**src/core/drm_pkg.sv**
```systemverilog
// constants and carrier types for the display row mapper
package drm_pkg;
	localparam int ROW_W = 7;
	localparam int RAM_ROWS = 128;
	localparam int LINES = 120;
	localparam int PIX_W = 128;
	localparam int BAND_STEP = 8;
	localparam logic [7:0] CTRL_OFS = 8'h00;
	localparam logic [7:0] TALL_OFS = 8'h04;
	localparam logic [7:0] STAT_OFS = 8'h08;
	localparam int CTRL_BAND_LSB = 0;
	localparam int CTRL_TALL_EN = 2;
	localparam int CTRL_INV = 3;
	localparam int CTRL_SCROLL_LSB = 8;
	localparam int TALL_FIRST_LSB = 0;
	localparam int TALL_LAST_LSB = 8;
	localparam int STAT_LINE_LSB = 0;
	localparam int STAT_ROW_LSB = 8;
	localparam logic [ROW_W-1:0] LAST_LINE = 7'h77;
	localparam logic [ROW_W-1:0] ROW_RST = 7'h00;

	typedef struct packed {
		logic [1:0] fixed_band_select;
		logic [ROW_W-1:0] scroll_start_row;
		logic tall_rows_enable;
		logic [ROW_W-1:0] tall_rows_first;
		logic [ROW_W-1:0] tall_rows_last;
		logic invert;
	} drm_cfg_t;

	typedef struct packed {
		logic psel;
		logic penable;
		logic pwrite;
		logic [7:0] paddr;
		logic [31:0] pwdata;
	} drm_apb_req_t;
endpackage : drm_pkg

```
**src/core/drm_row_map.sv**
```systemverilog
// maps a common line index onto a graphics ram row
`timescale 1ns/1ps
module drm_row_map (
	input wire logic ref_clk_i,
	input wire logic rst_i,
	input wire logic ce_i,
	input wire logic [drm_pkg::ROW_W-1:0] line_i,
	input wire drm_pkg::drm_cfg_t cfg_i,
	output logic [drm_pkg::ROW_W-1:0] ram_row_o
);
	typedef struct packed {
		logic [drm_pkg::ROW_W-1:0] row;
	} drm_map_state_t;

	drm_map_state_t state_reg;
	drm_map_state_t state_next;

	// wrap past the last ram row to the first row after the band
	function automatic logic [8:0] drm_wrap(input logic [8:0] s,
		input logic [8:0] band);
		logic [8:0] r;
		r = s;
		if (r >= 9'(drm_pkg::RAM_ROWS)) begin
			r = 9'(r - 9'(drm_pkg::RAM_ROWS) + band);
		end
		return r;
	endfunction : drm_wrap

	// screen raster row after doubling, then ram row after band and scroll
	function automatic logic [drm_pkg::ROW_W-1:0] drm_map(
		input logic [drm_pkg::ROW_W-1:0] line, input drm_pkg::drm_cfg_t c);
		logic [8:0] v;
		logic [8:0] n;
		logic [8:0] first;
		logic [8:0] band;
		logic [8:0] s;
		first = 9'(c.tall_rows_first);
		n = 9'(c.tall_rows_last) - first + 9'h001;
		v = 9'(line);
		if (c.tall_rows_enable && v >= first) begin
			// region keyed to screen line, not ram row, so it stays put
			if (v < first + (n << 1)) begin
				v = first + ((v - first) >> 1);
			end else begin
				v = v - n;
			end
		end
		band = 9'(c.fixed_band_select) * 9'(drm_pkg::BAND_STEP);
		if (v < band) begin
			s = v;
		end else begin
			s = 9'(c.scroll_start_row) + (v - band);
			s = drm_wrap(drm_wrap(s, band), band);
		end
		return s[drm_pkg::ROW_W-1:0];
	endfunction : drm_map

	always_comb begin
		state_next = state_reg;
		if (ce_i) begin
			state_next.row = drm_map(line_i, cfg_i);
		end
	end

	always_ff @(posedge ref_clk_i) begin
		if (rst_i) begin
			state_reg <= '0;
		end else begin
			state_reg <= state_next;
		end
	end

	assign ram_row_o = state_reg.row;
endmodule : drm_row_map

```
**src/core/drm_invert.sv**
```systemverilog
// registered black-and-white reversal of one row of pixels
`timescale 1ns/1ps
module drm_invert #(
	parameter int PIX_W = drm_pkg::PIX_W
) (
	input wire logic ref_clk_i,
	input wire logic rst_i,
	input wire logic ce_i,
	input wire logic invert_i,
	input wire logic [PIX_W-1:0] pix_i,
	output logic [PIX_W-1:0] pix_o
);
	typedef struct packed {
		logic [PIX_W-1:0] pix;
	} drm_inv_state_t;

	drm_inv_state_t state_reg;
	drm_inv_state_t state_next;

	always_comb begin
		state_next = state_reg;
		if (ce_i) begin
			// applied after mapping so every row kind inverts alike
			state_next.pix = invert_i ? ~pix_i : pix_i;
		end
	end

	always_ff @(posedge ref_clk_i) begin
		if (rst_i) begin
			state_reg <= '0;
		end else begin
			state_reg <= state_next;
		end
	end

	assign pix_o = state_reg.pix;
endmodule : drm_invert

```
**src/core/drm_top.sv**
```systemverilog
// display row mapper: apb registers, line scan, row map and inversion
`timescale 1ns/1ps
module drm_top (
	input wire logic ref_clk_i,
	input wire logic rst_i,
	input wire logic ce_i,
	input wire logic psel_i,
	input wire logic penable_i,
	input wire logic pwrite_i,
	input wire logic [7:0] paddr_i,
	input wire logic [31:0] pwdata_i,
	output logic [31:0] prdata_o,
	output logic pready_o,
	output logic pslverr_o,
	input wire logic line_adv_i,
	input wire logic [drm_pkg::PIX_W-1:0] pix_i,
	output logic [drm_pkg::ROW_W-1:0] row_driver_line_o,
	output logic [drm_pkg::ROW_W-1:0] graphics_ram_row_o,
	output logic [drm_pkg::PIX_W-1:0] seg_o
);
	typedef struct packed {
		drm_pkg::drm_cfg_t cfg;
		logic [drm_pkg::ROW_W-1:0] line;
		logic [31:0] rdata;
	} drm_top_state_t;

	drm_top_state_t state_reg;
	drm_top_state_t state_next;
	drm_pkg::drm_apb_req_t req;
	logic [drm_pkg::ROW_W-1:0] row_w;
	logic mapped;
	logic setup;
	logic access;

	function automatic logic drm_hit(input logic [7:0] a);
		return a == drm_pkg::CTRL_OFS || a == drm_pkg::TALL_OFS ||
			a == drm_pkg::STAT_OFS;
	endfunction : drm_hit

	assign req = '{psel: psel_i, penable: penable_i, pwrite: pwrite_i,
		paddr: paddr_i, pwdata: pwdata_i};
	assign mapped = drm_hit(req.paddr);
	assign setup = req.psel && !req.penable;
	assign access = req.psel && req.penable;
	// a frozen clock enable holds the bus in its access phase
	assign pready_o = ce_i;
	assign pslverr_o = access && !mapped;

	always_comb begin
		state_next = state_reg;
		if (ce_i) begin
			if (line_adv_i) begin
				if (state_reg.line == drm_pkg::LAST_LINE) begin
					state_next.line = drm_pkg::ROW_RST;
				end else begin
					state_next.line = 7'(state_reg.line + 7'h01);
				end
			end
			// read data built in setup so it stands registered in access
			if (setup && !req.pwrite) begin
				state_next.rdata = '0;
				unique case (req.paddr)
					drm_pkg::CTRL_OFS: begin
						state_next.rdata[drm_pkg::CTRL_BAND_LSB +: 2] =
							state_reg.cfg.fixed_band_select;
						state_next.rdata[drm_pkg::CTRL_TALL_EN] =
							state_reg.cfg.tall_rows_enable;
						state_next.rdata[drm_pkg::CTRL_INV] =
							state_reg.cfg.invert;
						state_next.rdata[drm_pkg::CTRL_SCROLL_LSB +:
							drm_pkg::ROW_W] = state_reg.cfg.scroll_start_row;
					end
					drm_pkg::TALL_OFS: begin
						state_next.rdata[drm_pkg::TALL_FIRST_LSB +:
							drm_pkg::ROW_W] = state_reg.cfg.tall_rows_first;
						state_next.rdata[drm_pkg::TALL_LAST_LSB +:
							drm_pkg::ROW_W] = state_reg.cfg.tall_rows_last;
					end
					drm_pkg::STAT_OFS: begin
						state_next.rdata[drm_pkg::STAT_LINE_LSB +:
							drm_pkg::ROW_W] = state_reg.line;
						state_next.rdata[drm_pkg::STAT_ROW_LSB +:
							drm_pkg::ROW_W] = row_w;
					end
					default: begin
						state_next.rdata = '0;
					end
				endcase
			end
			if (access && req.pwrite) begin
				unique case (req.paddr)
					drm_pkg::CTRL_OFS: begin
						state_next.cfg.fixed_band_select =
							req.pwdata[drm_pkg::CTRL_BAND_LSB +: 2];
						state_next.cfg.tall_rows_enable =
							req.pwdata[drm_pkg::CTRL_TALL_EN];
						state_next.cfg.invert =
							req.pwdata[drm_pkg::CTRL_INV];
						state_next.cfg.scroll_start_row =
							req.pwdata[drm_pkg::CTRL_SCROLL_LSB +:
							drm_pkg::ROW_W];
					end
					drm_pkg::TALL_OFS: begin
						// first above last is not trapped, software keeps it
						state_next.cfg.tall_rows_first =
							req.pwdata[drm_pkg::TALL_FIRST_LSB +:
							drm_pkg::ROW_W];
						state_next.cfg.tall_rows_last =
							req.pwdata[drm_pkg::TALL_LAST_LSB +:
							drm_pkg::ROW_W];
					end
					default: begin
					end
				endcase
			end
		end
	end

	always_ff @(posedge ref_clk_i) begin
		if (rst_i) begin
			state_reg <= '0;
		end else begin
			state_reg <= state_next;
		end
	end

	drm_row_map u_map (
		.ref_clk_i(ref_clk_i),
		.rst_i(rst_i),
		.ce_i(ce_i),
		.line_i(state_reg.line),
		.cfg_i(state_reg.cfg),
		.ram_row_o(row_w)
	);

	drm_invert #(
		.PIX_W(drm_pkg::PIX_W)
	) u_inv (
		.ref_clk_i(ref_clk_i),
		.rst_i(rst_i),
		.ce_i(ce_i),
		.invert_i(state_reg.cfg.invert),
		.pix_i(pix_i),
		.pix_o(seg_o)
	);

	assign prdata_o = state_reg.rdata;
	assign row_driver_line_o = state_reg.line;
	assign graphics_ram_row_o = row_w;
endmodule : drm_top

```
**config.mk**
```make
export PLATFORM = sky130hd
export DESIGN_NAME = drm_top
export DESIGN_NICKNAME = d
export VERILOG_FILES = /design/src/core/drm_pkg.sv /design/src/core/drm_row_map.sv /design/src/core/drm_invert.sv /design/src/core/drm_top.sv
export SDC_FILE = /design/constraint.sdc
export NUM_CORES = 1
export LEC_CHECK = 0
export BUFFER_PORTS_ARGS = -buffer_cell sky130_fd_sc_hd__buf_2
export CAP_MARGIN = 0
export CELL_PAD_IN_SITES_DETAIL_PLACEMENT = 1
export CELL_PAD_IN_SITES_GLOBAL_PLACEMENT = 1
export CORE_UTILIZATION = 23
export DETAILED_ROUTE_END_ITERATION = 10
export GPL_TIMING_DRIVEN = 0
export PLACE_DENSITY_LB_ADDON = 0.1
export SLEW_MARGIN = 15
export SYNTH_ARGS = -nofsm -noshare
export SYNTH_HDL_FRONTEND = slang
export SYNTH_SLANG_ARGS = --single-unit
```
**constraint.sdc**
```tcl
create_clock -name ref_clk_i -period 18 [get_ports ref_clk_i]
set_input_delay 0.9 -clock ref_clk_i [delete_from_list [all_inputs] [get_ports ref_clk_i]]
set_output_delay 0.9 -clock ref_clk_i [all_outputs]
set_load 0.05 [all_outputs]
```
==> results of run 1 <==
worst paths after layout:
check | start | endpoint | slack, ps | cells past startpoint
setup / recovery | state_reg[48] | u_map.ram_row_o[6] | 8360 | 36
hold / removal | u_inv.pix_o[66] | u_inv.pix_o[66] | 480 | 2
setup reg to reg | state_reg[48] | u_map.ram_row_o[6] | 8360 | 36
hold reg to reg | u_inv.pix_o[66] | u_inv.pix_o[66] | 480 | 2
area by class of cell:
| type | instances | area [µm²] | share of cell area |
|---|---|---|---|
| antenna | 3 | 7.51 | 0.000544 |
| clock buffer | 21 | 460 | 0.0333 |
| timing repair buffer | 312 | 1560 | 0.113 |
| buffer | 117 | 598 | 0.0433 |
| sequential | 181 | 3620 | 0.262 |
| inverter | 63 | 236 | 0.0171 |
| clock inverter | 11 | 149 | 0.0108 |
| tap | 607 | 759 | 0.0550 |
| multi-input combinational | 906 | 6420 | 0.465 |
critical path, delay by kind of cell (launching register included):
family	cells	cell delay, ps
simple gates	5	1450
buf+inv	4	400
fa+ha+maj	6	1980
compound gates	13	3120
mux	3	840
flops	1	500
xor+xnor	5	1260
layer usage:
metal | GRT usage | share of wire | vias up
met2 | 0.314 | 0.49 | 201
met3 | 0.0568 | 0.066 | 53
met4 | 0.0542 | 0.018 | 18
met1 | 0.220 | 0.43 | 4747
met5 | 0 | 0.0025 | -
li1 | - | - | 4958
cells in the final DEF (no fill, tap or decap), types with 3 or more instances in the layout:
cell / count
nand2b_1: 12
conb_1: 18
nor3_1: 10
and3_1: 3
or3b_1: 3
a21o_1: 11
diode_2: 3
and2_1: 4
mux2i_1: 44
buf_2: 313
xnor2_1: 151
buf_1: 18
nor2_1: 210
nand3_1: 17
a31oi_1: 3
nor4_1: 5
buf_4: 40
a211o_1: 3
o21bai_1: 3
mux2_2: 3
a22oi_1: 14
a21oi_1: 35
bufinv_16: 3
xor2_1: 18
clkbuf_16: 17
clkinv_2: 3
ha_1: 62
clkbuf_1: 59
inv_1: 63
dfxtp_1: 181
nand3b_1: 3
o41ai_1: 4
fa_1: 9
or3_1: 7
a211oi_1: 132
o21ai_0: 30
nor2b_1: 8
nand2_1: 32
through the flow:
| stage | setup WS [ps] | hold slack (ps) | power, mW | util |
|---|---|---|---|---|
| 6_report | 8360 | 485 | 1.06 | 0.297 |
| 5_1_grt | 7450 | 503 | 1.10 | 0.297 |
| 2_1_floorplan | 10220 | 458 | 0.591 | - |
| 3_5_place_dp | 8350 | 478 | 0.664 | 0.284 |
| 3_3_place_gp | 8460 | 470 | 0.662 | 0.284 |
| 4_1_cts | 8290 | 488 | 1.07 | 0.297 |
logic make-up after synthesis:
group	count (synthesis)	synth area share
flip-flops	181	0.335
XOR/XNOR	170	0.138
AND/OR/NAND/NOR	330	0.137
AO/OA/AOI/OAI	268	0.177
adder cells (fa/ha/maj)	71	0.0884
multiplexers	49	0.0463
other	1	0.000347
buffers and inverters	180	0.0772
power breakdown:
group	internal, mW	total, mW	switching, mW
registers	0.421	0.434	0.0128
clock network	0.227	0.404	0.177
logic	0.0633	0.218	0.155
==> results by group, run 1 <==
Run status
  • Status: complete, no violations

Timing
  • Final hold violations: 0
  • Rel. slew slack: 0.308
  • Setup TNS: 0 ps
  • Crit path time final: 9640 ps
  • RSZ-0062 raised after global routing: false
  • Slew @ Worst Pin: 1020 ps
  • Final setup vio count: 0
  • Setup Skew: 11.8 ps
  • Max Transition Viols Final: 0
  • Final period util: 0.535
  • Max Clk Rate: 104 MHz

Floorplan
  • Starting Density: 0.233
  • Die Height: 219 µm
  • Die X: 219 µm
  • Total die area: 47900 µm²
  • # rows: 79
  • Core Area: 46500 µm²
  • IO Count: 351

Clock network
  • CTS sink count: 181
  • CTS tree: built
  • CTS Buf Count: 17
  • Hold Buf Count CTS: 0
  • Post-CTS resize count: 0
  • CTS H-tree lvls: 4
  • Later-pin clock latency in the skew report: 450 ps
  • Max Root-Sink Buffers: 2
  • Clock transition at path regs: 70 ps
  • Postcts setup bufs: 0
  • Root buffer cell: clkbuf_16

Finish
  • Finished Layout Cells: 2221
  • Layout area overhead: 27.8%
  • Largest register FFs: 128
  • Share of post-route cells with drive strength above 1: 0.252
  • Filler cells: 5612
  • Fin nets: 1844
  • Design area: 13800 µm²

Placement
  • Placed insts: 2186
  • Dpl hpwl: 34.9 mm
  • Gp weighted congestion: 0.785
  • Placement Cell Area: 13200 µm²
  • I/O Buffers: 312

Logic synthesis
  • Yosys top cell by area: dfxtp_1
  • Share of the synthesized area in the top cell type: 0.335
  • Synth warnings: 0
  • Cell Area, Synth: 10800 µm²
  • Synthesized flop and latch total: 181
  • Most frequent cell after synthesis: nor2_1
  • Area contributors post-synth: dfxtp_1 (34%), xnor2_1 (12%), a211oi_1 (9.2%), nor2_1 (7.3%), ha_1 (7.2%)
  • Commonest cells in the netlist: nor2_1 (210), dfxtp_1 (181), xnor2_1 (151)
  • Gate count of the mapped netlist: 1250
  • Synth cell types: 76
  • Post-synth EDFFs: 0
  • Synth Flop Type: dfxtp_1
  • Sequential share of the synthesized area: 0.335
  • Synth Area per Inst: 8.65 µm²
  • Async set-reset flop share out of synthesis: 0

GRT
  • Initial antenna violation count: 13
  • Number of global-route vias before repair: 10600
  • Largest net degree at the start of global routing: 17
  • Total GRT Usage: 0.184
  • Remaining Overflow, GRT: 0
  • First-pass GRT wire length: 65.3 mm

Flow run
  • Max_cap viols: 0

Worst setup path
  • Critical-path maximum fanout: 7
  • CP peak stage delay: 670 ps
  • Nature of the critical path startpoint: flip-flop
  • Critical Path RT: 18380 ps
  • CP arrival: 10020 ps
  • Crit-path slowest cell: a2111oi_0
  • Crit end category: flip-flop
  • Kind of critical path: reg -> reg

Drt
  • Wire per inst: 19.6 µm
  • Routed Antenna Nets: 0
  • Vias/cell: 4.49
  • Initial DRT Pass Iterations: 4
  • # DRC: 0
  • Final wirelength: 43.5 mm
  • DR vias: 9977
  • 1st-iter DRT viols: 327

Power
  • Max VDD drop: 0.0574 mV
  • Leak: 5.92 nW
  • Power Density: 76.4 nW/µm²

Worst hold path
  • Hold Crit Class: reg -> reg
Note: power is estimated with default switching activity, not from simulation.
==> run 2: changes to the inputs <==
==> constraint.sdc (replaced) <==
create_clock -name ref_clk_i -period 7.76 [get_ports ref_clk_i]
set_input_delay 0.388 -clock ref_clk_i [delete_from_list [all_inputs] [get_ports ref_clk_i]]
set_output_delay 0.388 -clock ref_clk_i [all_outputs]
set_load 0.05 [all_outputs]
==> run 2 against run 1 <==
Clock skew decreased by 1.4 ps. Sequential share of layout area down 1.4 points. Critical endpoint unchanged. Cell area grew 5.9%. Total power grew 140%. Setup slack got worse by 8100 ps. Hold slack got worse by 310 ps. Clock power up 140%. Combinational power increased by 140%. Core utilization up 1.7 points. Wire length increased by 2.1%.
==> results by group, run 2 (synthesized netlist as in run 1, its figures left out) <==
Run status
  • Status: complete, no violations

Clock network
  • CTS Buf Count: 17 (unchanged)
  • Later-pin clock latency in the skew report: 460 ps (about the same)
  • Max Root-Sink Buffers: 2 (unchanged)
  • CTS H-tree lvls: 4 (unchanged)
  • Root buffer cell: clkbuf_16
  • CTS sink count: 181 (unchanged)
  • Hold Buf Count CTS: 0 (unchanged)
  • CTS tree: built
  • Clock transition at path regs: 70 ps (about the same)

Floorplan
  • IO Count: 351 (unchanged)
  • Die X: 219 µm (unchanged)
  • # rows: 79 (unchanged)
  • Core Area: 46500 µm² (unchanged)
  • Total die area: 47900 µm² (unchanged)
  • Starting Density: 0.233 (unchanged)
  • Die Height: 219 µm (unchanged)

Timing
  • Min Hold Slack: 173 ps (-312 ps)
  • Final period util: 0.973 (+0.437)
  • RSZ-0062 raised after global routing: true
  • Rel. slew slack: 0.411 (+0.103)
  • Setup Skew: 10.4 ps (-1.40 ps)
  • Final hold violations: 0 (unchanged)
  • Max Transition Viols Final: 0 (unchanged)
  • Crit path time final: 7550 ps (-2090 ps)
  • Final setup vio count: 0 (unchanged)
  • Slew @ Worst Pin: 883 ps (-141 ps)
  • Max Clk Rate: 132 MHz (+28%)

Finish
  • Largest register FFs: 128 (unchanged)
  • Fin nets: 1876 (+1.7%)
  • Final Core Density: 0.315 (+0.0174)
  • Share of post-route cells with drive strength above 1: 0.313 (+0.0608)
  • Commonest cells after routing, fill and taps aside: buf_2 (313), nor2_1 (207), dfxtp_1 (174), xnor2_1 (145), a211oi_1 (130)
  • Layout area overhead: 35.3%
  • Design area: 14600 µm² (+5.9%)
  • Most common cell after layout, fill and taps aside: buf_2
  • Filler cells: 5593 (-0.34%)

Worst setup path
  • Critical-path maximum fanout: 5 (-2)
  • Crit path from: state_reg[48]
  • CP peak stage delay: 560 ps (-110 ps)
  • Reg2reg start: state_reg[48]
  • Crit-path slowest cell: fa_1
  • Critical Path RT: 8150 ps (-10230 ps)
  • Nature of the critical path startpoint: flip-flop
  • Crit end category: flip-flop
  • Kind of critical path: reg -> reg
  • CP arrival: 7940 ps (-2080 ps)

GRT
  • Remaining Overflow, GRT: 0 (unchanged)
  • Largest net degree at the start of global routing: 17 (unchanged)
  • Initial antenna violation count: 15 (+2)
  • Number of global-route vias before repair: 10700 (+1.5%)
  • First-pass GRT wire length: 65.9 mm (+0.87%)
  • Total GRT Usage: 0.186 (+0.00235)

Placement
  • Placement Cell Area: 13200 µm² (about the same)
  • I/O Buffers: 312 (unchanged)
  • Gp weighted congestion: 0.802 (+2.1%)
  • Dpl hpwl: 34.9 mm (about the same)

Power
  • Power, Total: 2.49 mW (+140%)
  • Power Density: 171 nW/µm² (+120%)
  • Max VDD drop: 0.156 mV (+170%)
  • Leak: 6.18 nW (+4.4%)

Drt
  • Wire per inst: 19.7 µm (+0.56%)
  • Vias/cell: 4.50 (+0.19%)
  • Routed Antenna Nets: 0 (unchanged)
  • DR vias: 10100 (+1.7%)
  • 1st-iter DRT viols: 301 (-8.0%)
  • # DRC: 0 (unchanged)
  • Final wirelength: 44.4 mm (+2.1%)
  • Initial DRT Pass Iterations: 5 (+1)

Worst hold path
  • Hold Crit Class: in -> reg
  • Hold Startpoint: pwdata_i[6]

Flow run
  • Max_cap viols: 0 (unchanged)
[run 2: path summary, 6_finish.rpt]
path / slack, ps / cells past startpoint / end
worst min register to register: 480 / 2 / u_inv.pix_o[30]
worst max register to register: 210 / 36 / u_map.ram_row_o[6]
worst min-delay path: 170 / 3 / state_reg[53]
worst max-delay path: 210 / 36 / u_map.ram_row_o[6]
[run 2: final cells by class]
type	instances	area [µm²]	share of cell area
multi-input cells	906	6940	0.474
flip-flops and latches	181	3630	0.249
repair buffers	344	1820	0.124
well taps	607	759	0.0519
plain buffers	117	598	0.0409
clock buffers	17	425	0.0291
inverters	63	236	0.0162
clock inverters	15	205	0.0140
diodes	4	10.0	0.000685
[run 2: stage by stage]
stage	std cells	TNS, ps	setup WS [ps]
2_1_floorplan	1267	0	59.3
3_3_place_gp	2186	-3980	-1460
3_5_place_dp	2186	-4610	-1640
4_1_cts	2246	0	9.86
5_1_grt	2254	-142	-142
6_report	2254	0	211
[run 2: critical path, delay by kind of cell, from the launching register on]
kind                     cells  cell delay, ps
AO/OA/AOI/OAI               15            2470
flip-flops                   1             400
XOR/XNOR                     4             790
AND/OR/NAND/NOR              6            1180
buffers and inverters        4             380
multiplexers                 2             620
adder cells (fa/ha/maj)      5            1650
[run 2: metal layers]
layer	GRT usage	up-vias	part of all wire
met5	0	-	0.0029
met4	0.0565	20	0.014
met3	0.0557	53	0.061
met2	0.320	218	0.49
met1	0.222	4849	0.43
li1	-	5004	-
[run 2: what timing repair did]
action | CTS | global route
setup endpoints to repair | 4 | 4
pin swaps | 32 | 24
gates resized for setup | 94 | 18
buffers inserted | 28 | 5
gates cloned | 0 | 0
[run 2: report_power, final]
group	switching (mW)	internal [mW]
sequential	0.0302	0.977
combinational	0.364	0.160
clock	0.422	0.540
total	0.816	1.68
==> run 3: changes to the inputs <==
--- a/config.mk
+++ b/config.mk
@@ -16,4 +16,5 @@
 export SLEW_MARGIN = 15
 export SYNTH_ARGS = -nofsm -noshare
 export SYNTH_HDL_FRONTEND = slang
+export SYNTH_HIERARCHICAL = 1
 export SYNTH_SLANG_ARGS = --single-unit
==> run 3 against run 2 <==
Hold slack worse by 22 ps. Largest cell class unchanged. The run now ends with negative setup slack left. Sequential cell count unchanged. Critical path type unchanged. Critical path depth did not move.
==> results by group, run 3 <==
Clock network
  • CTS Buf Count: 17 (unchanged)
  • Max Root-Sink Buffers: 2 (unchanged)
  • CTS tree: built
  • Later-pin clock latency in the skew report: 490 ps (+30 ps)
  • CTS H-tree lvls: 4 (unchanged)
  • CTS sink count: 181 (unchanged)
  • Clock transition at path regs: 70 ps (about the same)
  • Root buffer cell: clkbuf_16

Timing
  • Final worst slack: -2.14 ps (-214 ps)
  • Final period util: 1.00 (+0.0275)
  • Final setup vio count: 1 (+1)
  • Max Clk Rate: 129 MHz (-2.8%)
  • Min Hold Slack: 151 ps (-21.8 ps)
  • Max Transition Viols Final: 0 (unchanged)
  • Slew @ Worst Pin: 843 ps (-40.0 ps)
  • Setup Skew: 11.3 ps (+0.933 ps)
  • Final hold violations: 0 (unchanged)
  • Crit path time final: 7760 ps (+214 ps)
  • Rel. slew slack: 0.438 (+0.0267)
  • RSZ-0062 raised after global routing: true

Worst setup path
  • Cell mode on critical path: ha_4
  • Crit path from: state_reg[40]
  • Crit-path slowest cell: fa_2
  • Nature of the critical path startpoint: flip-flop
  • Critical Path RT: 8160 ps (about the same)
  • Crit end category: flip-flop
  • Kind of critical path: reg -> reg
  • CP peak stage delay: 510 ps (-50 ps)
  • Reg2reg start: state_reg[40]
  • CP arrival: 8170 ps (+230 ps)
  • Critical-path maximum fanout: 7 (+2)

Placement
  • I/O Buffers: 313 (+0.32%)
  • Placement Cell Area: 13500 µm² (+2.3%)
  • Dpl hpwl: 34.3 mm (-1.8%)
  • Gp weighted congestion: 0.779 (-2.9%)
  • Placed insts: 2166 (-0.91%)

Drt
  • DR vias: 10100 (-0.31%)
  • Final wirelength: 43.8 mm (-1.3%)
  • Initial DRT Pass Iterations: 4 (-1)
  • # DRC: 0 (unchanged)
  • Vias/cell: 4.53 (+0.63%)
  • Wire per inst: 19.6 µm (-0.33%)
  • 1st-iter DRT viols: 327 (+8.6%)
  • Routed Antenna Nets: 0 (unchanged)

GRT
  • Largest net degree at the start of global routing: 17 (unchanged)
  • Number of global-route vias before repair: 10400 (-3.5%)
  • Initial antenna violation count: 3 (-12)
  • Remaining Overflow, GRT: 0 (unchanged)
  • First-pass GRT wire length: 66.0 mm (+0.26%)
  • Total GRT Usage: 0.180 (-0.00596)

Logic synthesis
  • Share of the synthesized area in the top cell type: 0.327 (-0.00865)
  • Synth warnings: 6 (+6)
  • Cell Area, Synth: 11100 µm² (+2.7%)
  • Synth cell types: 84 (+11%)
  • Post-synth EDFFs: 0 (unchanged)
  • Synth Flop Type: dfxtp_1
  • Commonest cells in the netlist: dfxtp_1 (181), nor2_1 (158), xnor2_1 (152)
  • Synthesized flop and latch total: 181 (unchanged)
  • Area contributors post-synth: dfxtp_1 (33%), xnor2_1 (12%), a211oi_1 (8.7%), ha_1 (7.0%), nor2_1 (5.3%)
  • Async set-reset flop share out of synthesis: 0 (unchanged)
  • Most frequent cell after synthesis: dfxtp_1
  • Synth Area per Inst: 9.09 µm² (+5.1%)
  • Sequential share of the synthesized area: 0.327 (-0.00865)
  • Yosys top cell by area: dfxtp_1
  • Gate count of the mapped netlist: 1221 (-2.3%)

Worst hold path
  • Hold Startpoint: pwdata_i[4]
  • Hold Crit Class: in -> reg

Finish
  • Share of post-route cells with drive strength above 1: 0.342 (+0.0292)
  • Fin nets: 1847 (-1.5%)
  • Design area: 14900 µm² (+2.1%)
  • Most common cell after layout, fill and taps aside: buf_2
  • Finished Layout Cells: 2233 (-0.93%)
  • Layout area overhead: 34.5%
  • Filler cells: 5612 (+0.34%)
  • Commonest cells after routing, fill and taps aside: buf_2 (330), dfxtp_1 (176), nor2_1 (153), xnor2_1 (149), a211oi_1 (128)
  • Largest register FFs: 128 (unchanged)

Power
  • Leak: 6.38 nW (+3.2%)
  • Max VDD drop: 0.166 mV (+6.5%)
  • Power Density: 175 nW/µm² (+2.5%)

Flow run
  • Max_cap viols: 0 (unchanged)

Floorplan
  • Core Area: 47600 µm² (+2.6%)
  • Total die area: 49100 µm² (+2.6%)
  • Die Height: 222 µm (+1.3%)
  • IO Count: 351 (unchanged)
  • Die X: 222 µm (+1.3%)
  • Starting Density: 0.233 (about the same)
  • # rows: 80 (+1.3%)

Run status
  • Status: finished with violations
  • Failing checks: negative setup slack
-- run 3: changes by cell type after synthesis, sizes merged, moves of 7 or more --
cell and change:
nor2 -53, nand2 +30, clkbuf -19, a22o +17
buf +16, a22oi -14, o2bb2ai +11, o21ai -8
nand3 -7
-- run 3: final cells by class --
type                       count  area (µm²)  area share
clock inverter                13         270      0.0181
buffer                       114         862      0.0578
clock buffer                  19         433      0.0290
multi-input combinational    884        6900       0.462
antenna                        4        10.0    0.000671
timing repair buffer         344        1820       0.122
sequential                   181        3640       0.244
tap                          615         769      0.0516
inverter                      59         224      0.0150
-- run 3: final timing paths --
check	endpoint	slack, ps	cells after the start
setup / recovery	u_map/ram_row_o[4]	-2	36
hold / removal	state_reg[51]	150	3
setup reg to reg	u_map/ram_row_o[4]	-2	36
hold reg to reg	u_inv/pix_o[82]	480	2
-- run 3: metal layers --
| metal | share of wire | global-route usage | vias up |
|---|---|---|---|
| li1 | - | - | 4969 |
| met1 | 0.45 | 0.226 | 4888 |
| met2 | 0.49 | 0.306 | 221 |
| met3 | 0.045 | 0.0387 | 33 |
| met4 | 0.016 | 0.0598 | 2 |
| met5 | 0.00027 | 0 | - |
-- run 3: kinds of logic after synthesis --
| logic type | synth area share |
|---|---|
| and+or+nand+nor | 0.124 |
| AOI/OAI and AO/OA | 0.194 |
| DFF | 0.327 |
| buffers and inverters | 0.0976 |
| xor gates and xnor gates | 0.131 |
| adders and majority gates | 0.0861 |
| muxes | 0.0399 |
| other | 0.000338 |
-- run 3: power breakdown --
group          leakage, nW  internal (mW)  total [mW]  switching [mW]
registers             1.50          0.976        1.00          0.0275
clock network        0.340          0.643        1.07           0.430
logic                 4.55          0.164       0.533           0.370
total                 6.38           1.78        2.61           0.827
-- run 3: timing repair --
action | 4_1_cts | 5_1_grt
pin swaps | 28 | 16
buffers inserted | 21 | 10
setup endpoints to repair | 4 | 4
hold buffers | 0 | 0
endpoints found under the hold margin | 0 | 0
resized for setup | 73 | 31
-- run 3: metrics by stage --
stage / worst slack, ps / TNS (ps) / util / power (mW)
CTS: -26.2 / -26.2 / 0.308 / 2.66
detailed placement: -1820 / -6610 / 0.283 / 1.54
floorplan: 11.4 / 0 / - / 1.38
finish: -2.14 / -2.14 / 0.313 / 2.61
global route: -398 / -905 / 0.313 / 2.73
global placement: -1710 / -6100 / 0.283 / 1.54
-- run 3: worst max-delay path, delay by kind of cell (launching register included) --
kind	cells	cell delay [ps]
and+or+nand+nor	7	1460
muxes	4	810
adders and majority gates	8	2420
AOI/OAI and AO/OA	8	1420
buffers and inverters	6	530
DFF	1	330
xor gates and xnor gates	3	680
